`config.mk`:
```
export PLATFORM = sky130hd
export DESIGN_NAME = servo_alarm_fault_reporter
export DESIGN_NICKNAME = d
export VERILOG_FILES = /design/src/core/fault_pkg.sv /design/src/core/led_flasher.sv /design/src/core/servo_alarm_fault_reporter.sv
export SDC_FILE = /design/constraint.sdc
export NUM_CORES = 1
export LEC_CHECK = 0
export BUFFER_PORTS_ARGS = -buffer_cell sky130_fd_sc_hd__clkbuf_2
export CORE_MARGIN = 2
export CORE_UTILIZATION = 55
export DETAILED_ROUTE_END_ITERATION = 12
export HOLD_SLACK_MARGIN = 0.02
export MAX_ROUTING_LAYER = met4
export PLACE_DENSITY = 0.81
export SLEW_MARGIN = 25
export SYNTH_ARGS = -nofsm -noshare
export SYNTH_HDL_FRONTEND = slang
export SYNTH_SLANG_ARGS = --single-unit
```
`constraint.sdc`:
```
create_clock -name clk -period 3 [get_ports clk]
set_clock_uncertainty 0.15 [all_clocks]
set_input_delay 0.15 -clock clk [delete_from_list [all_inputs] [get_ports clk]]
set_output_delay 0.15 -clock clk [all_outputs]
set_load 0.01 [all_outputs]
```
`src/core/fault_pkg.sv`:
```
// Constants, types and register map of the servo alarm and fault reporter
// Behaviour
// - Any alarm enters fault, servo output off
// - Fault state shows as status bit 3
// - Alarm output pin asserted on alarm
// - Alarm code readable as decimal value
// - LED flashes red/green pattern on alarm
// - Green flash count equals ones digit
// - Separate flash group carries tens digit
// - Codes: overcurrent 11, overload 21, overspeed 31
package fault_pkg;
  localparam int unsigned CLK_HZ = 100000000;
  localparam int unsigned CYC_PER_MS = CLK_HZ / 1000;
  localparam int unsigned FLASH_ON_MS = 250;
  localparam int unsigned FLASH_OFF_MS = 250;
  localparam int unsigned GROUP_GAP_MS = 1000;
  localparam int unsigned REPEAT_GAP_MS = 2000;
  localparam int unsigned FLASH_ON_CYC = FLASH_ON_MS * CYC_PER_MS;
  localparam int unsigned FLASH_OFF_CYC = FLASH_OFF_MS * CYC_PER_MS;
  localparam int unsigned GROUP_GAP_CYC = GROUP_GAP_MS * CYC_PER_MS;
  localparam int unsigned REPEAT_GAP_CYC = REPEAT_GAP_MS * CYC_PER_MS;
  localparam logic [7:0] ADDR_FLAGS = 8'h00;
  localparam logic [7:0] ADDR_CODE = 8'h04;
  localparam logic [7:0] ADDR_CTRL = 8'h08;
  localparam logic [7:0] ADDR_IRQ_STAT = 8'h0c;
  localparam logic [7:0] ADDR_IRQ_CLR = 8'h10;
  localparam logic [7:0] ADDR_IRQ_EN = 8'h14;
  localparam int FLAG_SERVO_ON = 0;
  localparam int FLAG_FAULT = 3;
  localparam int CTRL_SERVO_REQ = 0;
  localparam int CTRL_ALARM_RESET = 1;
  localparam int IRQ_FAULT = 0;
  localparam int IRQ_CLEARED = 1;
  localparam int NUM_IRQ = 2;
  localparam int NUM_ALARM = 3;
  localparam logic [3:0] OC_TENS = 4'h1;
  localparam logic [3:0] OL_TENS = 4'h2;
  localparam logic [3:0] OS_TENS = 4'h3;
  localparam logic [3:0] ALL_ONES = 4'h1;
  localparam logic [7:0] CODE_TEN = 8'h0a;
  typedef struct packed {
    logic overspeed;
    logic overload;
    logic overcurrent;
  } alarm_in_t;
  typedef struct packed {
    logic red;
    logic green;
  } led_t;
  typedef enum logic [2:0] {
    FL_IDLE = 3'h0,
    FL_RED_ON = 3'h1,
    FL_RED_OFF = 3'h3,
    FL_GAP = 3'h2,
    FL_GRN_ON = 3'h6,
    FL_GRN_OFF = 3'h7,
    FL_PAUSE = 3'h5
  } flash_state_t;
endpackage : fault_pkg

```
`src/core/led_flasher.sv`:
```
// Two-colour LED flash code generator for a two-digit alarm code
`timescale 1ns/1ps
module led_flasher #(
  parameter int unsigned ON_CYC = fault_pkg::FLASH_ON_CYC,
  parameter int unsigned OFF_CYC = fault_pkg::FLASH_OFF_CYC,
  parameter int unsigned GAP_CYC = fault_pkg::GROUP_GAP_CYC,
  parameter int unsigned PAUSE_CYC = fault_pkg::REPEAT_GAP_CYC
) (
  input wire logic clk,
  input wire logic nrst,
  input wire logic run,
  input wire logic [3:0] tens,
  input wire logic [3:0] ones,
  output fault_pkg::led_t led
);
  fault_pkg::flash_state_t state, next_state;
  logic [31:0] tmr, next_tmr;
  logic [3:0] cnt, next_cnt;
  wire done = (tmr == 32'h0);
  wire [31:0] on_ld = 32'(ON_CYC - 1);
  wire [31:0] off_ld = 32'(OFF_CYC - 1);
  wire [31:0] gap_ld = 32'(GAP_CYC - 1);
  wire [31:0] pause_ld = 32'(PAUSE_CYC - 1);
  wire [3:0] cnt_inc = cnt + 4'h1;

  always_comb begin
    next_state = state;
    next_tmr = done ? tmr : tmr - 32'h1;
    next_cnt = cnt;
    case (state)
      fault_pkg::FL_IDLE, fault_pkg::FL_PAUSE: begin
        if (state == fault_pkg::FL_IDLE || done) begin
          next_cnt = 4'h0;
          next_tmr = on_ld;
          // Tens group first, a zero tens digit skips its group; a zero ones digit is skipped only from the gap after red
          next_state = (tens != 4'h0) ? fault_pkg::FL_RED_ON : fault_pkg::FL_GRN_ON;
        end
      end
      fault_pkg::FL_RED_ON: begin
        if (done) begin
          next_state = fault_pkg::FL_RED_OFF;
          next_tmr = off_ld;
          next_cnt = cnt_inc;
        end
      end
      fault_pkg::FL_RED_OFF: begin
        if (done && cnt == tens) begin
          next_state = fault_pkg::FL_GAP;
          next_tmr = gap_ld;
          next_cnt = 4'h0;
        end else if (done) begin
          next_state = fault_pkg::FL_RED_ON;
          next_tmr = on_ld;
        end
      end
      fault_pkg::FL_GAP: begin
        if (done) begin
          next_state = (ones != 4'h0) ? fault_pkg::FL_GRN_ON : fault_pkg::FL_PAUSE;
          next_tmr = (ones != 4'h0) ? on_ld : pause_ld;
        end
      end
      fault_pkg::FL_GRN_ON: begin
        if (done) begin
          next_state = fault_pkg::FL_GRN_OFF;
          next_tmr = off_ld;
          next_cnt = cnt_inc;
        end
      end
      fault_pkg::FL_GRN_OFF: begin
        if (done && cnt == ones) begin
          next_state = fault_pkg::FL_PAUSE;
          next_tmr = pause_ld;
        end else if (done) begin
          next_state = fault_pkg::FL_GRN_ON;
          next_tmr = on_ld;
        end
      end
      default: next_state = fault_pkg::FL_IDLE;
    endcase
    if (!run) begin
      next_state = fault_pkg::FL_IDLE;
      next_tmr = 32'h0;
      next_cnt = 4'h0;
    end
  end

  always_ff @(posedge clk or negedge nrst) begin
    if (!nrst) begin
      state <= fault_pkg::FL_IDLE;
      tmr <= 32'h0;
      cnt <= 4'h0;
      led <= '0;
    end else begin
      state <= next_state;
      tmr <= next_tmr;
      cnt <= next_cnt;
      led.red <= (next_state == fault_pkg::FL_RED_ON);
      led.green <= (next_state == fault_pkg::FL_GRN_ON);
    end
  end

  // Helper: green and red rising edges seen in the current cycle of the pattern
  logic [3:0] g_seen, r_seen;
  logic g_d, r_d;
  always_ff @(posedge clk or negedge nrst) begin
    if (!nrst) begin
      g_seen <= 4'h0;
      r_seen <= 4'h0;
      g_d <= 1'b0;
      r_d <= 1'b0;
    end else begin
      g_d <= led.green;
      r_d <= led.red;
      g_seen <= (state == fault_pkg::FL_IDLE || state == fault_pkg::FL_PAUSE) ? 4'h0 :
                g_seen + {3'h0, led.green & ~g_d};
      r_seen <= (state == fault_pkg::FL_IDLE || state == fault_pkg::FL_PAUSE) ? 4'h0 :
                r_seen + {3'h0, led.red & ~r_d};
    end
  end

  a_green_count: assert property (@(posedge clk) disable iff (!nrst)
    (state == fault_pkg::FL_GRN_OFF && next_state == fault_pkg::FL_PAUSE && run)
      |-> (g_seen == ones))
    else $error("green flash count differs from ones digit");
  a_red_count: assert property (@(posedge clk) disable iff (!nrst)
    (state == fault_pkg::FL_RED_OFF && next_state == fault_pkg::FL_GAP && run)
      |-> (r_seen == tens))
    else $error("red flash count differs from tens digit");
endmodule : led_flasher

```
`src/core/servo_alarm_fault_reporter.sv`:
```
// Alarm latch, fault state, alarm pin, APB registers and LED code of a servo driver
//
// Added by the designer: the address map and the APB register port.
`timescale 1ns/1ps
module servo_alarm_fault_reporter #(
  parameter int unsigned ON_CYC = fault_pkg::FLASH_ON_CYC,
  parameter int unsigned OFF_CYC = fault_pkg::FLASH_OFF_CYC,
  parameter int unsigned GAP_CYC = fault_pkg::GROUP_GAP_CYC,
  parameter int unsigned PAUSE_CYC = fault_pkg::REPEAT_GAP_CYC
) (
  input wire logic clk,
  input wire logic nrst,
  input wire logic psel,
  input wire logic penable,
  input wire logic pwrite,
  input wire logic [7:0] paddr,
  input wire logic [31:0] pwdata,
  output logic [31:0] prdata,
  output logic pready,
  output logic pslverr,
  input fault_pkg::alarm_in_t alarm_in,
  output logic servo_out_en,
  output logic fault_output_pin,
  output fault_pkg::led_t led,
  output logic irq
);

  // Detector levels come from outside this clock domain
  logic [fault_pkg::NUM_ALARM-1:0] sync1, alarm_sync;
  wire [fault_pkg::NUM_ALARM-1:0] alarm_raw = alarm_in;

  genvar gi;
  generate
    for (gi = 0; gi < fault_pkg::NUM_ALARM; gi++) begin : g_sync
      always_ff @(posedge clk or negedge nrst) begin
        if (!nrst) begin
          sync1[gi] <= 1'b0;
          alarm_sync[gi] <= 1'b0;
        end else begin
          sync1[gi] <= alarm_raw[gi];
          alarm_sync[gi] <= sync1[gi];
        end
      end
    end
  endgenerate

  fault_pkg::alarm_in_t alarm_now;
  assign alarm_now = alarm_sync;
  wire any_alarm = |alarm_sync;

  // APB decode
  wire apb_access = psel & penable;
  wire apb_done = apb_access & pready;
  wire next_pready = apb_access & ~pready;
  wire wr_en = apb_done & pwrite;
  wire sel_flags = (paddr == fault_pkg::ADDR_FLAGS);
  wire sel_code = (paddr == fault_pkg::ADDR_CODE);
  wire sel_ctrl = (paddr == fault_pkg::ADDR_CTRL);
  wire sel_stat = (paddr == fault_pkg::ADDR_IRQ_STAT);
  wire sel_clr = (paddr == fault_pkg::ADDR_IRQ_CLR);
  wire sel_en = (paddr == fault_pkg::ADDR_IRQ_EN);
  wire mapped = sel_flags | sel_code | sel_ctrl | sel_stat | sel_clr | sel_en;
  wire wr_ctrl = wr_en & sel_ctrl;
  wire wr_clr = wr_en & sel_clr;
  wire wr_irq_en = wr_en & sel_en;

  // Fault state and stored code
  logic fault;
  logic servo_req;
  logic [3:0] code_tens, code_ones;
  logic [fault_pkg::NUM_IRQ-1:0] irq_stat, irq_en;

  // A reset is refused while any condition is still present, so the
  // fault cannot flicker off for one cycle and re-latch a stale code
  wire reset_ok = fault & wr_ctrl & pwdata[fault_pkg::CTRL_ALARM_RESET] & ~any_alarm;
  wire fault_set = ~fault & any_alarm;
  wire next_fault = fault_set | (fault & ~reset_ok);

  // Simultaneous detections report the most severe: overcurrent first
  wire [3:0] det_tens = alarm_now.overcurrent ? fault_pkg::OC_TENS :
                        alarm_now.overload ? fault_pkg::OL_TENS :
                        fault_pkg::OS_TENS;
  wire [3:0] next_tens = fault_set ? det_tens : (reset_ok ? 4'h0 : code_tens);
  wire [3:0] next_ones = fault_set ? fault_pkg::ALL_ONES :
                         (reset_ok ? 4'h0 : code_ones);

  // Servo request is dropped on fault so motion does not resume by itself
  wire next_servo_req = next_fault ? 1'b0 :
                        (wr_ctrl ? pwdata[fault_pkg::CTRL_SERVO_REQ] : servo_req);

  always_ff @(posedge clk or negedge nrst) begin
    if (!nrst) begin
      fault <= 1'b0;
      fault_output_pin <= 1'b0;
    end else begin
      fault <= next_fault;
      fault_output_pin <= next_fault;
    end
  end

  always_ff @(posedge clk or negedge nrst) begin
    if (!nrst) begin
      servo_req <= 1'b0;
      servo_out_en <= 1'b0;
    end else begin
      servo_req <= next_servo_req;
      servo_out_en <= next_servo_req & ~next_fault;
    end
  end

  always_ff @(posedge clk or negedge nrst) begin
    if (!nrst) begin
      code_tens <= 4'h0;
      code_ones <= 4'h0;
    end else begin
      code_tens <= next_tens;
      code_ones <= next_ones;
    end
  end

  // Decimal value of the latched code
  wire [7:0] code_val = 8'({4'h0, code_tens} * fault_pkg::CODE_TEN) + {4'h0, code_ones};

  a_servo_needs_write: assert property (@(posedge clk) disable iff (!nrst)
    (!servo_out_en && !wr_ctrl)
      |=> !servo_out_en)
    else $error("servo output turned on without a request");

  a_req_dropped: assert property (@(posedge clk) disable iff (!nrst)
    fault
      |-> !servo_req)
    else $error("servo request kept during fault");

  a_no_spurious: assert property (@(posedge clk) disable iff (!nrst)
    (!fault && !any_alarm)
      |=> !fault)
    else $error("fault entered without an alarm");

  a_pin_on_alarm: assert property (@(posedge clk) disable iff (!nrst)
    any_alarm
      |=> fault_output_pin)
    else $error("alarm pin low after an alarm");

  a_code_idle: assert property (@(posedge clk) disable iff (!nrst)
    !fault
      |-> (code_val == 8'h00))
    else $error("code held outside the fault state");

  a_code_ones: assert property (@(posedge clk) disable iff (!nrst)
    fault
      |-> (code_ones == fault_pkg::ALL_ONES))
    else $error("latched code has a wrong ones digit");

  a_code_tens: assert property (@(posedge clk) disable iff (!nrst)
    fault
      |-> (code_tens >= fault_pkg::OC_TENS && code_tens <= fault_pkg::OS_TENS))
    else $error("latched code has a wrong tens digit");

  // Interrupts: events set, software clears, set wins over clear
  wire [fault_pkg::NUM_IRQ-1:0] irq_ev;
  assign irq_ev[fault_pkg::IRQ_FAULT] = fault_set;
  assign irq_ev[fault_pkg::IRQ_CLEARED] = reset_ok;
  wire [fault_pkg::NUM_IRQ-1:0] clr_mask = wr_clr ? pwdata[fault_pkg::NUM_IRQ-1:0] : '0;
  wire [fault_pkg::NUM_IRQ-1:0] next_irq_stat = (irq_stat & ~clr_mask) | irq_ev;
  wire [fault_pkg::NUM_IRQ-1:0] next_irq_en =
    wr_irq_en ? pwdata[fault_pkg::NUM_IRQ-1:0] : irq_en;

  always_ff @(posedge clk or negedge nrst) begin
    if (!nrst) begin
      irq_stat <= '0;
      irq_en <= '0;
    end else begin
      irq_stat <= next_irq_stat;
      irq_en <= next_irq_en;
    end
  end

  // Computed from next values so the line rises with its status bit
  always_ff @(posedge clk or negedge nrst) begin
    if (!nrst) begin
      irq <= 1'b0;
    end else begin
      irq <= |(next_irq_stat & next_irq_en);
    end
  end

  a_irq_level: assert property (@(posedge clk) disable iff (!nrst)
    irq == |(irq_stat & irq_en))
    else $error("interrupt line differs from enabled status");

  a_irq_set: assert property (@(posedge clk) disable iff (!nrst)
    fault_set
      |=> irq_stat[fault_pkg::IRQ_FAULT])
    else $error("fault entry did not set its status bit");

  a_irq_sticky: assert property (@(posedge clk) disable iff (!nrst)
    (irq_stat[fault_pkg::IRQ_FAULT] && !wr_clr)
      |=> irq_stat[fault_pkg::IRQ_FAULT])
    else $error("fault status bit dropped without a clear");

  a_irq_clear: assert property (@(posedge clk) disable iff (!nrst)
    (wr_clr && pwdata[fault_pkg::IRQ_FAULT] && !fault_set)
      |=> !irq_stat[fault_pkg::IRQ_FAULT])
    else $error("fault status bit not cleared by a clear write");

  a_reset_event: assert property (@(posedge clk) disable iff (!nrst)
    reset_ok
      |=> irq_stat[fault_pkg::IRQ_CLEARED])
    else $error("accepted alarm reset did not set its status bit");

  // Read mux
  wire [31:0] flags_word = {28'h0, fault, 2'h0, servo_out_en};
  wire [31:0] code_word = {24'h0, code_val};
  wire [31:0] ctrl_word = {31'h0, servo_req};
  wire [31:0] stat_word = {30'h0, irq_stat};
  wire [31:0] en_word = {30'h0, irq_en};
  wire [31:0] rd_mux = sel_flags ? flags_word :
                       sel_code ? code_word :
                       sel_ctrl ? ctrl_word :
                       sel_stat ? stat_word :
                       sel_en ? en_word : 32'h0;

  // One wait state: data and response are registered ahead of completion
  always_ff @(posedge clk or negedge nrst) begin
    if (!nrst) begin
      pready <= 1'b0;
      pslverr <= 1'b0;
      prdata <= 32'h0;
    end else begin
      pready <= next_pready;
      pslverr <= next_pready & ~mapped;
      prdata <= (next_pready & ~pwrite) ? rd_mux : 32'h0;
    end
  end

  a_ready_wait: assert property (@(posedge clk) disable iff (!nrst)
    (psel && penable && !pready)
      |=> pready)
    else $error("access phase not answered after one wait state");

  a_ready_pulse: assert property (@(posedge clk) disable iff (!nrst)
    pready
      |=> !pready)
    else $error("ready held for more than one cycle");

  a_err_with_ready: assert property (@(posedge clk) disable iff (!nrst)
    pslverr
      |-> pready)
    else $error("error response outside a completion cycle");

  a_unmapped_err: assert property (@(posedge clk) disable iff (!nrst)
    (apb_done && !mapped)
      |-> pslverr)
    else $error("unmapped access completed without error");

  a_mapped_ok: assert property (@(posedge clk) disable iff (!nrst)
    (apb_done && mapped)
      |-> !pslverr)
    else $error("mapped access completed with error");

  a_rdata_idle: assert property (@(posedge clk) disable iff (!nrst)
    !pready
      |-> (prdata == 32'h0))
    else $error("read data driven outside a completion cycle");

  a_wdata_zero: assert property (@(posedge clk) disable iff (!nrst)
    (apb_done && pwrite)
      |-> (prdata == 32'h0))
    else $error("write completion returned read data");

  led_flasher #(
    .ON_CYC(ON_CYC),
    .OFF_CYC(OFF_CYC),
    .GAP_CYC(GAP_CYC),
    .PAUSE_CYC(PAUSE_CYC)
  ) u_flasher (
    .clk(clk),
    .nrst(nrst),
    .run(fault),
    .tens(code_tens),
    .ones(code_ones),
    .led(led)
  );

  a_first_red: assert property (@(posedge clk) disable iff (!nrst)
    $rose(fault)
      |=> led.red)
    else $error("pattern did not open with a red flash");

  a_red_tens: assert property (@(posedge clk) disable iff (!nrst)
    (led.red && fault)
      |-> (code_tens != 4'h0))
    else $error("red flash without a tens digit");

  a_fault_entry: assert property (@(posedge clk) disable iff (!nrst)
    (any_alarm && !fault) |=> (fault && !servo_out_en))
    else $error("alarm did not enter fault with servo off");

  a_servo_off: assert property (@(posedge clk) disable iff (!nrst)
    fault |-> !servo_out_en)
    else $error("servo output on during fault");

  a_status_bit: assert property (@(posedge clk) disable iff (!nrst)
    (apb_done && !pwrite && sel_flags) |-> (prdata[3] == $past(fault)))
    else $error("status bit 3 differs from fault state");

  a_pin_tracks: assert property (@(posedge clk) disable iff (!nrst)
    fault_output_pin == fault)
    else $error("alarm pin differs from fault state");

  a_code_read: assert property (@(posedge clk) disable iff (!nrst)
    (apb_done && !pwrite && sel_code) |-> (prdata == {24'h0, $past(code_val)}))
    else $error("code readback differs from latched code");

  a_code_value: assert property (@(posedge clk) disable iff (!nrst)
    $rose(fault) |-> (code_val == 8'h0b || code_val == 8'h15 || code_val == 8'h1f))
    else $error("fault latched an undefined code");

  a_oc_priority: assert property (@(posedge clk) disable iff (!nrst)
    (!fault && alarm_now.overcurrent) |=> (code_val == 8'h0b))
    else $error("overcurrent not reported as 11");

  a_led_quiet: assert property (@(posedge clk) disable iff (!nrst)
    (!fault)[*2] |-> (!led.red && !led.green))
    else $error("LED lit without fault");

  a_led_starts: assert property (@(posedge clk) disable iff (!nrst)
    $rose(fault) |-> ##[1:2] (led.red || led.green))
    else $error("LED pattern did not start on fault");

  a_one_colour: assert property (@(posedge clk) disable iff (!nrst)
    !(led.red && led.green))
    else $error("red and green lit together");

  a_latch_hold: assert property (@(posedge clk) disable iff (!nrst)
    (fault && !reset_ok) |=> (fault && fault_output_pin && $stable(code_val)))
    else $error("fault indication changed without reset");

  a_clear_all: assert property (@(posedge clk) disable iff (!nrst)
    reset_ok |=> (!fault && !fault_output_pin && code_val == 8'h00))
    else $error("alarm reset did not clear all indications");

  a_reset_refused: assert property (@(posedge clk) disable iff (!nrst)
    (fault && any_alarm) |=> fault)
    else $error("fault left while condition still present");

endmodule : servo_alarm_fault_reporter

```
==> impl_metrics.json <==
{
  "status": "finished clean",
  "ios": 87,
  "yosys.area.top_type": "dfrtp_1",
  "route.detailed.drc": 0,
  "fin_crit_ps": 2830,
  "final_util": 0.637,
  "netlist_area_um2": 3810,
  "slowest_delay_ps": 640,
  "critPathArrivalTime_ps": 2910,
  "clockRootBuffer": "clkbuf_8",
  "slowest_stage": "or4_1",
  "synth_commonest_cells": "dfrtp_1, nor2_1, nand2_1",
  "netlist_instances": 436,
  "io_buffers": 29,
  "setup_viol": 0,
  "hp-class": "in2reg",
  "cts_resized": 0,
  "hpwl_um": 6230,
  "antenna_found_initial": 0,
  "cts_buffers": 9,
  "synth_area_leaders": "dfrtp_1, buf_4, nor2_1, xor2_1, nand2_1",
  "fp.dieW_um": 87.3,
  "cts_htree_levels": 3,
  "crit_family": "simple AND/OR/NAND/NOR gates",
  "grt_pass1_wl_um": 14800,
  "final_area_um2": 4300,
  "grt_max_degree": 36,
  "drive_above_1_share": 0.155,
  "grt.total_usage": 0.254,
  "routedWlPerCell_um": 15.5,
  "drt_wl_total_um": 8840,
  "grt_pass1_vias": 3224,
  "gr-total-overflow": 0,
  "area_delta_synth_final_pct": 12.9,
  "fillers": 531,
  "path_max_fanout": 5,
  "period_share": 0.943,
  "clockBufferDepth": 2,
  "fmax_ghz": 0.353,
  "critPathKind": "reg2reg",
  "leakagePower_nw": 1.88,
  "core_area_um2": 6760,
  "p_per_area_nw_per_um2": 417,
  "ys.flop_type": "dfrtp_1",
  "cap_violations": 0,
  "drt-pass1-iter-count": 5,
  "ys_warn_count": 0,
  "cp_data_required_time_ps": 3080,
  "crit_chain": "or4_1, or4_1, buf_4, nor4_2, nand3_1, xor2_1, nor2_1",
  "place_area_um2": 4010,
  "nets": 537,
  "dieArea_um2": 7620,
  "num_antenna_cells": 0,
  "rows": 30,
  "initial_utilization": 0.564,
  "die_y_um": 87.3,
  "syn_area_per_cell_um2": 8.75,
  "synth_top_area_share": 0.413,
  "synthMostInstantiatedCell": "dfrtp_1",
  "max_slew.worst_pin.slew_ps": 869,
  "cts_tree": "built",
  "ys_seq_area_frac": 0.413,
  "first_iter_violations": 365,
  "clkTransAtPathRegs_ps": 70,
  "synth_edf_count": 0,
  "ys_seq_elements": 63,
  "cp-end-kind": "flop",
  "path_buf_inv": 1,
  "dr_total_vias": 3414,
  "slew_headroom": 0.421,
  "vias_per_cell": 5.98,
  "hold_violations": 0,
  "async_flop_share": 1.00,
  "rsz0062_at_grt": "no",
  "clock-sinks": 63,
  "antenna_left": 0,
  "startpoint_type": "flop",
  "path_common_cell": "or4_1",
  "tns_ps": 0,
  "clock_latency_ps": 350,
  "vdd_drop_max_v": 0.000559,
  "final_max_slew_viol_count": 0,
  "synth.distinct_cells": 49,
  "gp_congestion": 0.953
}
[layout make-up]
cell class,count,area (um2),area share
Multi-Input combinational cell,340,2000,0.464
Inverter,11,41.3,0.00959
Tap cell,80,100,0.0233
Clock buffer,10,128,0.0297
Timing Repair Buffer,61,415,0.0965
Clock inverter,6,46.3,0.0108
Sequential cell,63,1580,0.366
[worst reg2reg max path: cells and delay by family (launching register included)]
kind	cells	cell delay, ps
AND/OR/NAND/NOR	5	1780
flip-flops	1	440
buffers and inverters	1	180
XOR/XNOR	1	170
[state kept, by name, indices dropped and copies added, names as in the netlist, 2 cells and up]
name             cells
alarm_now            3
code_tens            2
irq_en               2
irq_stat             2
prdata               4
sync1                3
u_flasher.cnt        4
u_flasher.led        2
u_flasher.state      3
u_flasher.tmr       32
[power by group]
| group | total (W) | switching [W] | internal [W] |
|---|---|---|---|
| Sequential | 0.000954 | 0.0000565 | 0.000897 |
| Combinational | 0.000184 | 0.0000993 | 0.0000845 |
| Clock | 0.000659 | 0.000356 | 0.000303 |
| Total | 0.00180 | 0.000512 | 0.00129 |
[cell families after synthesis]
logic type / Yosys count / share of synthesized area
flops: 63 / 0.413
buf+inv: 59 / 0.0886
fa+ha+maj: 3 / 0.00984
other cells: 1 / 0.000983
xor+xnor: 29 / 0.0666
mux: 10 / 0.0266
simple gates: 184 / 0.247
compound gates: 87 / 0.147
[placed cells by master, fill, tap and decap left out, types with 10 or more instances in the layout]
cell           instances
dlygate4sd3_1         12
nor2b_1               10
nor3_1                20
inv_1                 11
conb_1                27
clkbuf_2              29
a21oi_1               25
xnor2_1               12
buf_4                 20
nor2_1                47
nor4_1                17
xor2_1                17
nand2_1               38
nand3_1               10
dfrtp_1               63
or4_1                 10
o21ai_0               15
[layer usage]
layer,share of wire,track usage,up-vias,wire [um]
li1,-,-,1591,-
met1,0.43,0.330,1628,3780
met2,0.48,0.388,169,4200
met3,0.077,0.0645,26,679
met4,0.020,0.0867,0,180
met5,0,-,-,0
[metrics by stage]
stage / worst slack (ps) / instances / power (W) / hold WS (ps)
floorplan: 340 / 462 / 0.00110 / -296
global placement: 270 / 543 / 0.00113 / 109
detailed placement: 227 / 543 / 0.00114 / 110
CTS: 191 / 571 / 0.00180 / 54.8
global route: 28.2 / 571 / 0.00187 / 95.2
finish: 170 / 571 / 0.00180 / 65.6
[final timing paths]
| kind | cells past startpoint | to | from | slack, ps |
|---|---|---|---|---|
| max reg2reg | 7 | u_flasher.tmr[31]$_DFF_PN0_ | u_flasher.tmr[3]$_DFF_PN0_ | 170 |
| min reg2reg | 0 | alarm_now[1]$_DFF_PN0_ | sync1[1]$_DFF_PN0_ | 200 |
| max | 7 | u_flasher.tmr[31]$_DFF_PN0_ | u_flasher.tmr[3]$_DFF_PN0_ | 170 |
| min in group asynchronous | 2 | u_flasher.led[1]$_DFF_PN0_ | nrst | 290 |
| max in group asynchronous | 3 | pslverr$_DFF_PN0_ | nrst | 1660 |
| min | 4 | prdata[4]$_DFF_PN0_ | paddr[4] | 70 |
[repair_timing]
item	CTS	global route
buffers inserted	0	0
hold buffers	12	0
hold endpoints to repair	48	0
Power figures use the tool's default switching activity.
